$ cat config.mk
export PLATFORM = sky130hd
export DESIGN_NAME = rstwd_top
export DESIGN_NICKNAME = d
export VERILOG_FILES = /design/src/core/rstwd_pkg.sv /design/src/core/rstwd_sync.sv /design/src/core/rstwd_top.sv
export SDC_FILE = /design/constraint.sdc
export NUM_CORES = 1
export LEC_CHECK = 0
export BUFFER_PORTS_ARGS = -buffer_cell sky130_fd_sc_hd__buf_2
export CORE_MARGIN = 10
export CORE_UTILIZATION = 46
export DETAILED_ROUTE_END_ITERATION = 16
export PLACE_DENSITY = 0.79
export SLEW_MARGIN = 20
export SYNTH_ARGS = -nofsm -noshare
export SYNTH_HDL_FRONTEND = slang
export SYNTH_SLANG_ARGS = --single-unit
export TNS_END_PERCENT = 10
$ cat constraint.sdc
create_clock -name REF_CLK -period 2.6 [get_ports REF_CLK]
set_input_delay 0.52 -clock REF_CLK [delete_from_list [all_inputs] [get_ports REF_CLK]]
set_output_delay 0.52 -clock REF_CLK [all_outputs]
set_load 0.03 [all_outputs]
$ cat src/core/rstwd_pkg.sv
// Shared constants for the reset sequencer and watchdog block.
package rstwd_pkg;

  ////////////////////////////////////////////////////////////////////////////
  // Register map, byte addresses on the APB side.
  localparam logic [15:0] RSTWD_ADDR_WDOG_LOC = 16'h3FF0;
  localparam logic [15:0] RSTWD_ADDR_STATUS = 16'h3FF4;
  localparam logic [31:0] RSTWD_RDATA_ZERO = 32'h0000_0000;
  localparam int RSTWD_WDOG_CLR_BIT = 0;

  // Status register field positions.
  localparam int RSTWD_ST_INT_RESET = 0;
  localparam int RSTWD_ST_LOW_POWER = 1;
  localparam int RSTWD_ST_EXT_PIN = 2;
  localparam int RSTWD_ST_WDOG_RST = 3;
  localparam int RSTWD_ST_ILLEGAL = 4;
  localparam int RSTWD_ST_STAB_BUSY = 5;
  localparam int RSTWD_ST_NONUSER = 6;
  localparam int RSTWD_ST_STOP_HOLD = 7;
  localparam int RSTWD_ST_WD_CNT_LSB = 8;

  ////////////////////////////////////////////////////////////////////////////
  // Stabilisation delay in bus clock cycles.
  localparam int RSTWD_STAB_CYCLES = 4064;
  localparam logic [11:0] RSTWD_STAB_LAST = 12'(RSTWD_STAB_CYCLES - 1);
  localparam logic [11:0] RSTWD_STAB_RST = 12'h000;

  // Watchdog: prescale by eight, then a fixed timeout in prescaled ticks.
  localparam logic [2:0] RSTWD_PRESC_LAST = 3'h7;
  localparam logic [2:0] RSTWD_PRESC_RST = 3'h0;
  localparam logic [7:0] RSTWD_WD_LAST = 8'hFF;
  localparam logic [7:0] RSTWD_WD_RST = 8'h00;

  // Length of the internal reset raised by watchdog or illegal fetch.
  localparam logic [3:0] RSTWD_PULSE_LAST = 4'h7;
  localparam logic [3:0] RSTWD_PULSE_RST = 4'h0;

  // Highest peripheral address that must never hold code; the range starts at address zero.
  localparam logic [15:0] RSTWD_ILLEGAL_LAST = 16'h001F;

endpackage : rstwd_pkg

$ cat src/core/rstwd_sync.sv
// Two-flop synchroniser for the three asynchronous input pins.
`timescale 1ns/100ps
module rstwd_sync (
  // Clock and reset
  input wire logic clk,
  input wire logic srst,
  // Asynchronous levels in, synchronised levels out
  input wire logic [2:0] async_in,
  output logic [2:0] sync_out
);

  logic [2:0] meta_r;

  ////////////////////////////////////////////////////////////////////////////
  // Reset pins come up at their idle high level and the mode request at zero,
  // so no false reset or mode request shows at power-up.
  always_ff @(posedge clk) begin
    if (srst) begin
      meta_r <= 3'h3;
      sync_out <= 3'h3;
    end else begin
      meta_r <= async_in;
      sync_out <= meta_r;
    end
  end

endmodule // rstwd_sync

$ cat src/core/rstwd_top.sv
// Reset sources, stabilisation delay, watchdog and mode selection.
// Behaviour
// - Low-power pin low asserts internal reset and halts clocks and oscillator.
// - Reset and clock halt last as long as the low-power pin is low.
// - After the pin rises, clocks restart and reset holds 4064 more cycles.
// - If another source is active at count end, reset stays until it ends.
// - Only pin or watchdog reset end sets nonuser mode; illegal keeps mode.
// - Power-on holds reset 4064 cycles from oscillator start.
// - Power-on reset reacts only to power turn-on, not to supply drops.
// - Watchdog timeout without a clear resets the whole controller.
// - A build option fixes watchdog presence; present means active always.
// - Writing zero to bit 0 of the watchdog location restarts the count.
// - Reading the watchdog location returns user data, not watchdog state.
// - Watchdog keeps counting in wait mode; software must clear it.
// - Stop clears the watchdog and holds it cleared until stop ends.
// - Reset leaving stop holds the watchdog until stabilisation completes.
// - Interrupt leaving stop lets the watchdog count at once.
// - Opcode fetch from the peripheral range raises an illegal-address reset.
// - The internal reset resets every peripheral module.
// - Watchdog ticks are the periodic divider output divided by eight.
`timescale 1ns/100ps
module rstwd_top #(
  parameter bit WDOG_PRESENT = 1'b1
) (
  // Clock and power-on reset
  input wire logic REF_CLK,
  input wire logic SRST,
  // APB slave
  input wire logic PSEL,
  input wire logic PENABLE,
  input wire logic PWRITE,
  input wire logic [15:0] PADDR,
  input wire logic [31:0] PWDATA,
  output logic [31:0] PRDATA,
  output logic PREADY,
  output logic PSLVERR,
  // Reset and mode pins
  input wire logic LOW_POWER_RESET_PIN_N,
  input wire logic EXT_RESET_PIN_N,
  input wire logic MODE_SELECT_PIN,
  // CPU core status
  input wire logic FETCH_VALID,
  input wire logic [15:0] FETCH_ADDR,
  input wire logic STOP_ACTIVE,
  input wire logic [7:0] USER_VECTOR_BYTE,
  // Periodic interrupt divider output, one-cycle pulse
  input wire logic PERIODIC_TICK,
  // Reset and clock control outputs
  output logic INT_RESET,
  output logic CLK_HALT,
  output logic NONUSER_MODE
);
  import rstwd_pkg::*;

  logic [2:0] pins_s;
  logic lp_low;
  logic ext_low;
  logic mode_pin;
  logic ext_low_d_r;
  logic [11:0] stab_cnt_r;
  logic stab_busy_r;
  logic stop_at_rst_r;
  logic [2:0] presc_r;
  logic [7:0] wd_cnt_r;
  logic wd_fire;
  logic wd_clear;
  logic ill_fire;
  logic src_wdog_r;
  logic src_ill_r;
  logic [3:0] pulse_r;
  logic reset_nxt;
  logic apb_setup;
  logic apb_write;
  logic [31:0] status_word;

  function automatic logic addr_is(input logic [15:0] a,
                                   input logic [15:0] ref_a);
    addr_is = (a == ref_a);
  endfunction

  ////////////////////////////////////////////////////////////////////////////
  // Pin synchronisers. The clock halt follows the synchronised level, so it
  // needs a few running edges to take effect; the pad logic must keep the
  // oscillator alive until CLK_HALT rises.
  rstwd_sync u_sync (
    .clk(REF_CLK),
    .srst(SRST),
    .async_in({MODE_SELECT_PIN, EXT_RESET_PIN_N, LOW_POWER_RESET_PIN_N}),
    .sync_out(pins_s)
  );

  assign lp_low = ~pins_s[0];
  assign ext_low = ~pins_s[1];
  assign mode_pin = pins_s[2];

  ////////////////////////////////////////////////////////////////////////////
  // Stabilisation counter. SRST stands for supply turn-on only; a supply drop
  // without SRST is not seen here.
  always_ff @(posedge REF_CLK) begin
    if (SRST) begin
      stab_cnt_r <= RSTWD_STAB_RST;
      stab_busy_r <= 1'b1;
    end else if (lp_low || (ext_low && stop_at_rst_r)) begin
      stab_cnt_r <= RSTWD_STAB_RST;
      stab_busy_r <= 1'b1;
    end else if (stab_busy_r) begin
      if (stab_cnt_r == RSTWD_STAB_LAST) begin
        stab_busy_r <= 1'b0;
      end else begin
        stab_cnt_r <= stab_cnt_r + 12'h001;
      end
    end
  end

  // Remembers that a pin reset arrived while the CPU was stopped.
  always_ff @(posedge REF_CLK) begin
    if (SRST) begin
      stop_at_rst_r <= 1'b0;
    end else if (ext_low && STOP_ACTIVE) begin
      stop_at_rst_r <= 1'b1;
    end else if (!ext_low && !stab_busy_r) begin
      stop_at_rst_r <= 1'b0;
    end
  end

  ////////////////////////////////////////////////////////////////////////////
  // Watchdog. Clearing on internal reset also keeps it held through the
  // stabilisation count after a reset; a plain stop exit releases it at once.
  assign wd_clear = apb_write && addr_is(PADDR, RSTWD_ADDR_WDOG_LOC) &&
                    !PWDATA[RSTWD_WDOG_CLR_BIT];
  assign wd_fire = WDOG_PRESENT && PERIODIC_TICK &&
                   (presc_r == RSTWD_PRESC_LAST) &&
                   (wd_cnt_r == RSTWD_WD_LAST);

  always_ff @(posedge REF_CLK) begin
    if (SRST || INT_RESET || STOP_ACTIVE) begin
      presc_r <= RSTWD_PRESC_RST;
      wd_cnt_r <= RSTWD_WD_RST;
    end else if (wd_clear) begin
      presc_r <= RSTWD_PRESC_RST;
      wd_cnt_r <= RSTWD_WD_RST;
    end else if (WDOG_PRESENT && PERIODIC_TICK) begin
      presc_r <= presc_r + 3'h1;
      if (presc_r == RSTWD_PRESC_LAST) begin
        wd_cnt_r <= wd_cnt_r + 8'h01;
      end
    end
  end

  ////////////////////////////////////////////////////////////////////////////
  // Illegal fetch and watchdog sources, each stretched to a short pulse.
  assign ill_fire = FETCH_VALID && !INT_RESET &&
                    (FETCH_ADDR <= RSTWD_ILLEGAL_LAST);

  always_ff @(posedge REF_CLK) begin
    if (SRST) begin
      src_wdog_r <= 1'b0;
      src_ill_r <= 1'b0;
      pulse_r <= RSTWD_PULSE_RST;
    end else if (wd_fire || ill_fire) begin
      src_wdog_r <= src_wdog_r | wd_fire;
      src_ill_r <= src_ill_r | ill_fire;
      pulse_r <= RSTWD_PULSE_RST;
    end else if (src_wdog_r || src_ill_r) begin
      pulse_r <= pulse_r + 4'h1;
      if (pulse_r == RSTWD_PULSE_LAST) begin
        src_wdog_r <= 1'b0;
        src_ill_r <= 1'b0;
      end
    end
  end

  ////////////////////////////////////////////////////////////////////////////
  // Internal reset and clock halt.
  assign reset_nxt = lp_low || ext_low || stab_busy_r || src_wdog_r ||
                     src_ill_r;

  always_ff @(posedge REF_CLK) begin
    if (SRST) begin
      INT_RESET <= 1'b1;
      CLK_HALT <= 1'b0;
    end else begin
      INT_RESET <= reset_nxt;
      CLK_HALT <= lp_low;
    end
  end

  ////////////////////////////////////////////////////////////////////////////
  // Operating mode, decided when a reset source ends.
  always_ff @(posedge REF_CLK) begin
    if (SRST) begin
      ext_low_d_r <= 1'b0;
      NONUSER_MODE <= 1'b0;
    end else begin
      ext_low_d_r <= ext_low;
      if (lp_low) begin
        NONUSER_MODE <= 1'b0;
      end else if ((ext_low_d_r && !ext_low) ||
                   (src_wdog_r && pulse_r == RSTWD_PULSE_LAST)) begin
        NONUSER_MODE <= mode_pin;
      end
    end
  end

  ////////////////////////////////////////////////////////////////////////////
  // APB slave: one wait-free access, ready raised by the setup cycle.
  assign apb_setup = PSEL && !PENABLE;
  assign apb_write = PSEL && PENABLE && PREADY && PWRITE;

  always_comb begin
    status_word = RSTWD_RDATA_ZERO;
    status_word[RSTWD_ST_INT_RESET] = INT_RESET;
    status_word[RSTWD_ST_LOW_POWER] = lp_low;
    status_word[RSTWD_ST_EXT_PIN] = ext_low;
    status_word[RSTWD_ST_WDOG_RST] = src_wdog_r;
    status_word[RSTWD_ST_ILLEGAL] = src_ill_r;
    status_word[RSTWD_ST_STAB_BUSY] = stab_busy_r;
    status_word[RSTWD_ST_NONUSER] = NONUSER_MODE;
    status_word[RSTWD_ST_STOP_HOLD] = STOP_ACTIVE;
    status_word[RSTWD_ST_WD_CNT_LSB +: 8] = wd_cnt_r;
  end

  always_ff @(posedge REF_CLK) begin
    if (SRST) begin
      PREADY <= 1'b0;
      PSLVERR <= 1'b0;
      PRDATA <= RSTWD_RDATA_ZERO;
    end else begin
      PREADY <= apb_setup;
      PSLVERR <= apb_setup &&
                 !addr_is(PADDR, RSTWD_ADDR_WDOG_LOC) &&
                 !addr_is(PADDR, RSTWD_ADDR_STATUS);
      if (apb_setup && !PWRITE &&
          addr_is(PADDR, RSTWD_ADDR_WDOG_LOC)) begin
        PRDATA <= {24'h000000, USER_VECTOR_BYTE};
      end else if (apb_setup && !PWRITE &&
                   addr_is(PADDR, RSTWD_ADDR_STATUS)) begin
        PRDATA <= status_word;
      end else if (apb_setup) begin
        PRDATA <= RSTWD_RDATA_ZERO;
      end
    end
  end
endmodule // rstwd_top

# Word level (Yosys, flattened, before mapping)
# Cells that the tools add are included.
totals:
  ff_bits: 59
  in_bits: 83
  out_inout_bits: 37
classes:
  n_mux: 11
  magnitude_cmp: 1
  n_eq_ne: 6
  reduce_logical: 50
  n_bitwise: 5
  n_addsub: 4
op_table:
  columns: ["operator", "n"]
  rows:
  - ["== test 16 x 14 -> 1 bit (second input constant)", 2]
  - ["2-to-1 mux 16 bit", 2]
  - ["logical AND 1 bit", 20]
  - ["less-or-equal comparator 16 x 5 -> 1 bit (second input constant)", 1]
  - ["adder 12 x 1 -> 12 bit (second input constant)", 1]
  - ["== test 12 bit (second input constant)", 1]
  - ["logical OR 1 bit", 10]
  - ["OR reduction 2 bit", 5]
  - ["adder 8 x 1 -> 8 bit (second input constant)", 1]
  - ["== test 8 bit (second input constant)", 1]
  - ["2-to-1 mux 1 bit", 8]
  - ["2-to-1 mux 8 bit", 1]
  - ["nonzero test 2 bit", 4]
  - ["zero test 1 bit", 7]
  - ["AND reduction 2 bit", 3]
  - ["adder 4 x 1 -> 4 bit (second input constant)", 1]
  - ["== test 4 x 3 -> 1 bit (second input constant)", 1]
  - ["adder 3 x 1 -> 3 bit (second input constant)", 1]
  - ["== test 3 bit (second input constant)", 1]
  - ["inverter 1 bit", 3]
  - ["nonzero test 3 bit", 1]
  - ["OR 1 bit", 2]

# Depth between registers and ports, before layout
depth:
  word_depth: 6
  mapped_depth: 6

# By module
# From an unflattened synthesis, not the netlist that was laid out.
hier_totals:
  cells_unflattened: 258
  area_unflattened_um2: 2516.2
modules_own_cells:
  columns: ["mod", "cells_per_inst", "area_per_inst_um2", "n_inst"]
  rows:
  - ["rstwd_top", 246, 2358.5, 1]
  - ["rstwd_sync", 12, 157.7, 1]

# Least setup slack after synthesis
# No wires, ideal clock.
synth_timing:
  path_kind: "input to register"
  from: "in PADDR[1]"
  to: "reg PRDATA[14]"
  arrival_ns: 2.180
  path_slack_ns: 0.360
  required_time_ns: 2.540
  n_path_buf: 1
  cell_stages: 5
  path_cell_list: "or4b_1 -> or4_4 -> nor3_4 -> buf_6 -> a32o_2"
synth_between:
  elab_chain_len: 3
  word_cells_on_any_way: 7
synth_rtl:
  columns: ["element", "line_no", "rtl"]
  rows:
  - ["start, declared", "rstwd_top.sv:32", "input wire logic [15:0] PADDR,"]
  - ["== test 16 x 14 -> 1 bit", "rstwd_top.sv:78", "addr_is = (a == ref_a);"]
  - ["logical AND 1 bit (on tied branches)", "rstwd_top.sv:236, rstwd_top.sv:233", null]
  - ["2-to-1 mux 16 bit (tied with other cells)", "rstwd_top.sv:236", "end else if (apb_setup && !PWRITE &&"]
  - ["end signal, assigned", "rstwd_top.sv:235", "PRDATA <= {24'h000000, USER_VECTOR_BYTE};"]
  - ["end signal, assigned", "rstwd_top.sv:238", "PRDATA <= status_word;"]
  - ["end, declared", "rstwd_top.sv:34", "output logic [31:0] PRDATA,"]
# Parallel ways exist; a longest one is shown, timed or not.
# A chain may end at the register's enable or synchronous reset.

# Worst setup path after layout
layout_timing:
  from: "in PADDR[1]"
  to: "reg PRDATA[13]"
# Same word-level chain as after synthesis.

==> run metrics <==
final WL=5551 um; unrepaired setup endpoints after global routing=false; Area contributors post-synth=dfxtp_1 47%, xor2_1 4.9%, buf_4 4.8%; CTS H-Tree Depth=3; port bufs=67; Clk Latency, worst-skew pair=0.32 ns; Core Region=5205 sq um; Worst setup startpoint=PADDR[1]; die height=94.03 um; Worst Setup Start Kind=primary input; Post-Syn Instances=259; CP required=2.87 ns; CTS Hold Bufs=0; main combinational cell family by area after synthesis=simple AND/OR/NAND/NOR gates; DRT iter0 DRCs=130; endpoints failing hold=0; crit-path cells=buf_2, or4b_1, or4_4, nor3_4, buf_12, a32o_1; max-cap violations=0; Max stage delay on crit path=0.57 ns; sequential area share after synthesis=0.4685; Async S/R FF share, synth=0; maximum vdd drop=0.0004225 V; R2R depth=5; postcts setup bufs=0; number of flops mapped to enable cells by yosys=0; Slew Viols, Final=0; Setup Crit Path Kind=primary input to flip-flop; row count=26; GRT overflow=0; CTS tree=done; DP HPWL=4217 um; Syn-to-layout area delta=22.03%; Finished Core Util=0.5911; Via Count=2049; Worst Setup End Kind=flip-flop; residual DRC count=0; post-synthesis mux area share=0.05509; Worst path slowest cell=or4_4; Max Fclk=504.7 MHz; I/O pin count=120; vias per cell=5.084; area leader, netlist=dfxtp_1; GPL Wtd Cong=0.8073; final cell count without fillers=403; GRT Overall Usage=0.1247; Yosys warnings=0; WL/cell=13.77 um; complex-gate fraction of the synthesized area=0.1117; final setup TNS=0 ns; Max clock buf depth=2; Hold WC Path Type=primary input to flip-flop; layout cells sized above 1=0.3003; outcome=complete, no violations; cts repair resizes=0; Worst Path Arrival=2.25 ns; Simple-Gate Fraction of Synth Area=0.2030; Die X=94.03 um; ys flop type=dfxtp_1; post-synthesis adder-cell area fraction=0.02481; final worst path period share=0.7620; Met2 Wirelength=2299 um; Top Family by Delay on Critical Path=simple AND/OR/NAND/NOR gates; hold path cells=2; max layer used=met4; Placed Cells=389; leak pwr=0.001355 uW; Antenna Nets Post-Route=0; Syn Area/Cell=9.734 sq um; total CTS buffers=9; Post-Syn Area=2521 sq um; initial antenna violation count=0; area fraction of the dominant cell type after synthesis=0.4685; most frequent cells after synthesis=59 x dfxtp_1, 25 x nor2_1, 16 x buf_4; post-synthesis xor/xnor area fraction=0.05906; router iterations before antenna repair=4; CP Max Fanout=16; Worst path depth=6; number of global-route vias before repair=2023; Setup-failing EPs final=0; Worst-path clk slew=0.06 ns; CP bufs+invs=2; starting density of the core=0.4844; Fin Clk Skew=0.003493 ns; register bit total from synthesis=59; clock sinks=59; largest net degree at the start of global routing=20; Reg2Reg Launch Point=stab_cnt_r[0]; most common cell in the netlist=dfxtp_1; Synth cell types=40; min-delay src=LOW_POWER_RESET_PIN_N; Slew @ Worst Pin=0.5482 ns; RR Endpoint=stab_cnt_r[1]; Nets=418; Worst slew margin=0.6314; die area=8842 sq um; crit path time final=1.981 ns; Filler cells=464; first-pass GRT wire length=8963 um; flop-to-flop setup slack=0.90 ns; crit path to=PRDATA[13]; Routed met3 length=559 um; clock root buffer=clkbuf_8; n_diodes=0; M1 WL=2615 um; pwr dens=611.0 nW/um^2
where the power goes:
part           switching, uW  internal, uW
logic                   77.9          48.5
registers               6.17           915
clock network            324           509
total                    408          1470
registers in the layout, indices dropped and copies added (netlist names), 3 cells and up:
signal	flops
u_sync.meta_r	3
wd_cnt_r	8
pulse_r	4
stab_cnt_r	12
u_sync.sync_out	3
presc_r	3
PRDATA	16
cell usage in the layout, fill, tap and decap left out, drive strengths merged, types with 2 or more instances in the layout:
master / netlist / final
and3: 4 / 4
buf: 18 / 71
dfxtp: 59 / 59
o21a: 2 / 2
nand4: 6 / 6
ha: 5 / 5
xor2: 14 / 14
a32o: 8 / 8
nand3b: 3 / 3
xnor2: 3 / 3
and4: 4 / 4
a21oi: 11 / 11
mux2i: 6 / 6
clkbuf: 8 / 12
nor2b: 5 / 5
or2: 4 / 4
nor2: 25 / 25
o21ai: 7 / 7
nand3: 11 / 11
nand2: 9 / 9
inv: 7 / 7
nor3: 10 / 10
nand4b: 3 / 3
a22o: 8 / 8
conb: 1 / 16
or3: 2 / 2
mux2: 7 / 7
area by class of cell:
cell class	count	area, sq um	share of cell area
clock buffers	12	165.2	0.05368
clock inverters	2	35.03	0.01139
inverters	7	26.28	0.008540
multi-input cells	182	1204	0.3912
flip-flops and latches	59	1181	0.3839
well taps	70	87.58	0.02847
repair buffers	71	377.9	0.1228
how the worst min path moves through the flow:
stage | slack [ns] | to
after floorplan | 0.39 | u_sync.sync_out[0]
after global placement | 0.39 | u_sync.sync_out[0]
after detailed placement | 0.39 | u_sync.sync_out[0]
after CTS | 0.37 | u_sync.meta_r[0]
after global routing | 0.37 | u_sync.meta_r[0]
final | 0.37 | u_sync.meta_r[0]
through the flow:
step | hold slack, ns | worst slack, ns | power, uW | area [sq um]
6_report | 0.3737 | 0.6188 | 1880 | 3077
5_1_grt | 0.3690 | 0.5824 | 1952 | 3077
2_1_floorplan | 0.3895 | 0.3603 | 1037 | 2577
4_1_cts | 0.3676 | 0.6202 | 1891 | 3077
3_5_place_dp | 0.3945 | 0.2790 | 1066 | 2877
3_3_place_gp | 0.3906 | 0.2909 | 1063 | 2877
kinds of logic (layout without fill, tap and decap cells):
kind of cell / count (synthesis) / count (layout)
buffers and inverters: 33 / 92
adders and majority gates: 5 / 5
and+or+nand+nor: 92 / 92
other: 1 / 16
xor gates and xnor gates: 17 / 17
muxes: 13 / 13
DFF: 59 / 59
AOI/OAI and AO/OA: 39 / 39
metal layers:
metal | GRT usage | vias up
met5 | 0 | -
met4 | 0.06076 | 0
met3 | 0.05596 | 6
met2 | 0.1774 | 88
met1 | 0.1554 | 928
li1 | - | 1027
No activity file was read; power rests on OpenSTA's default activity.
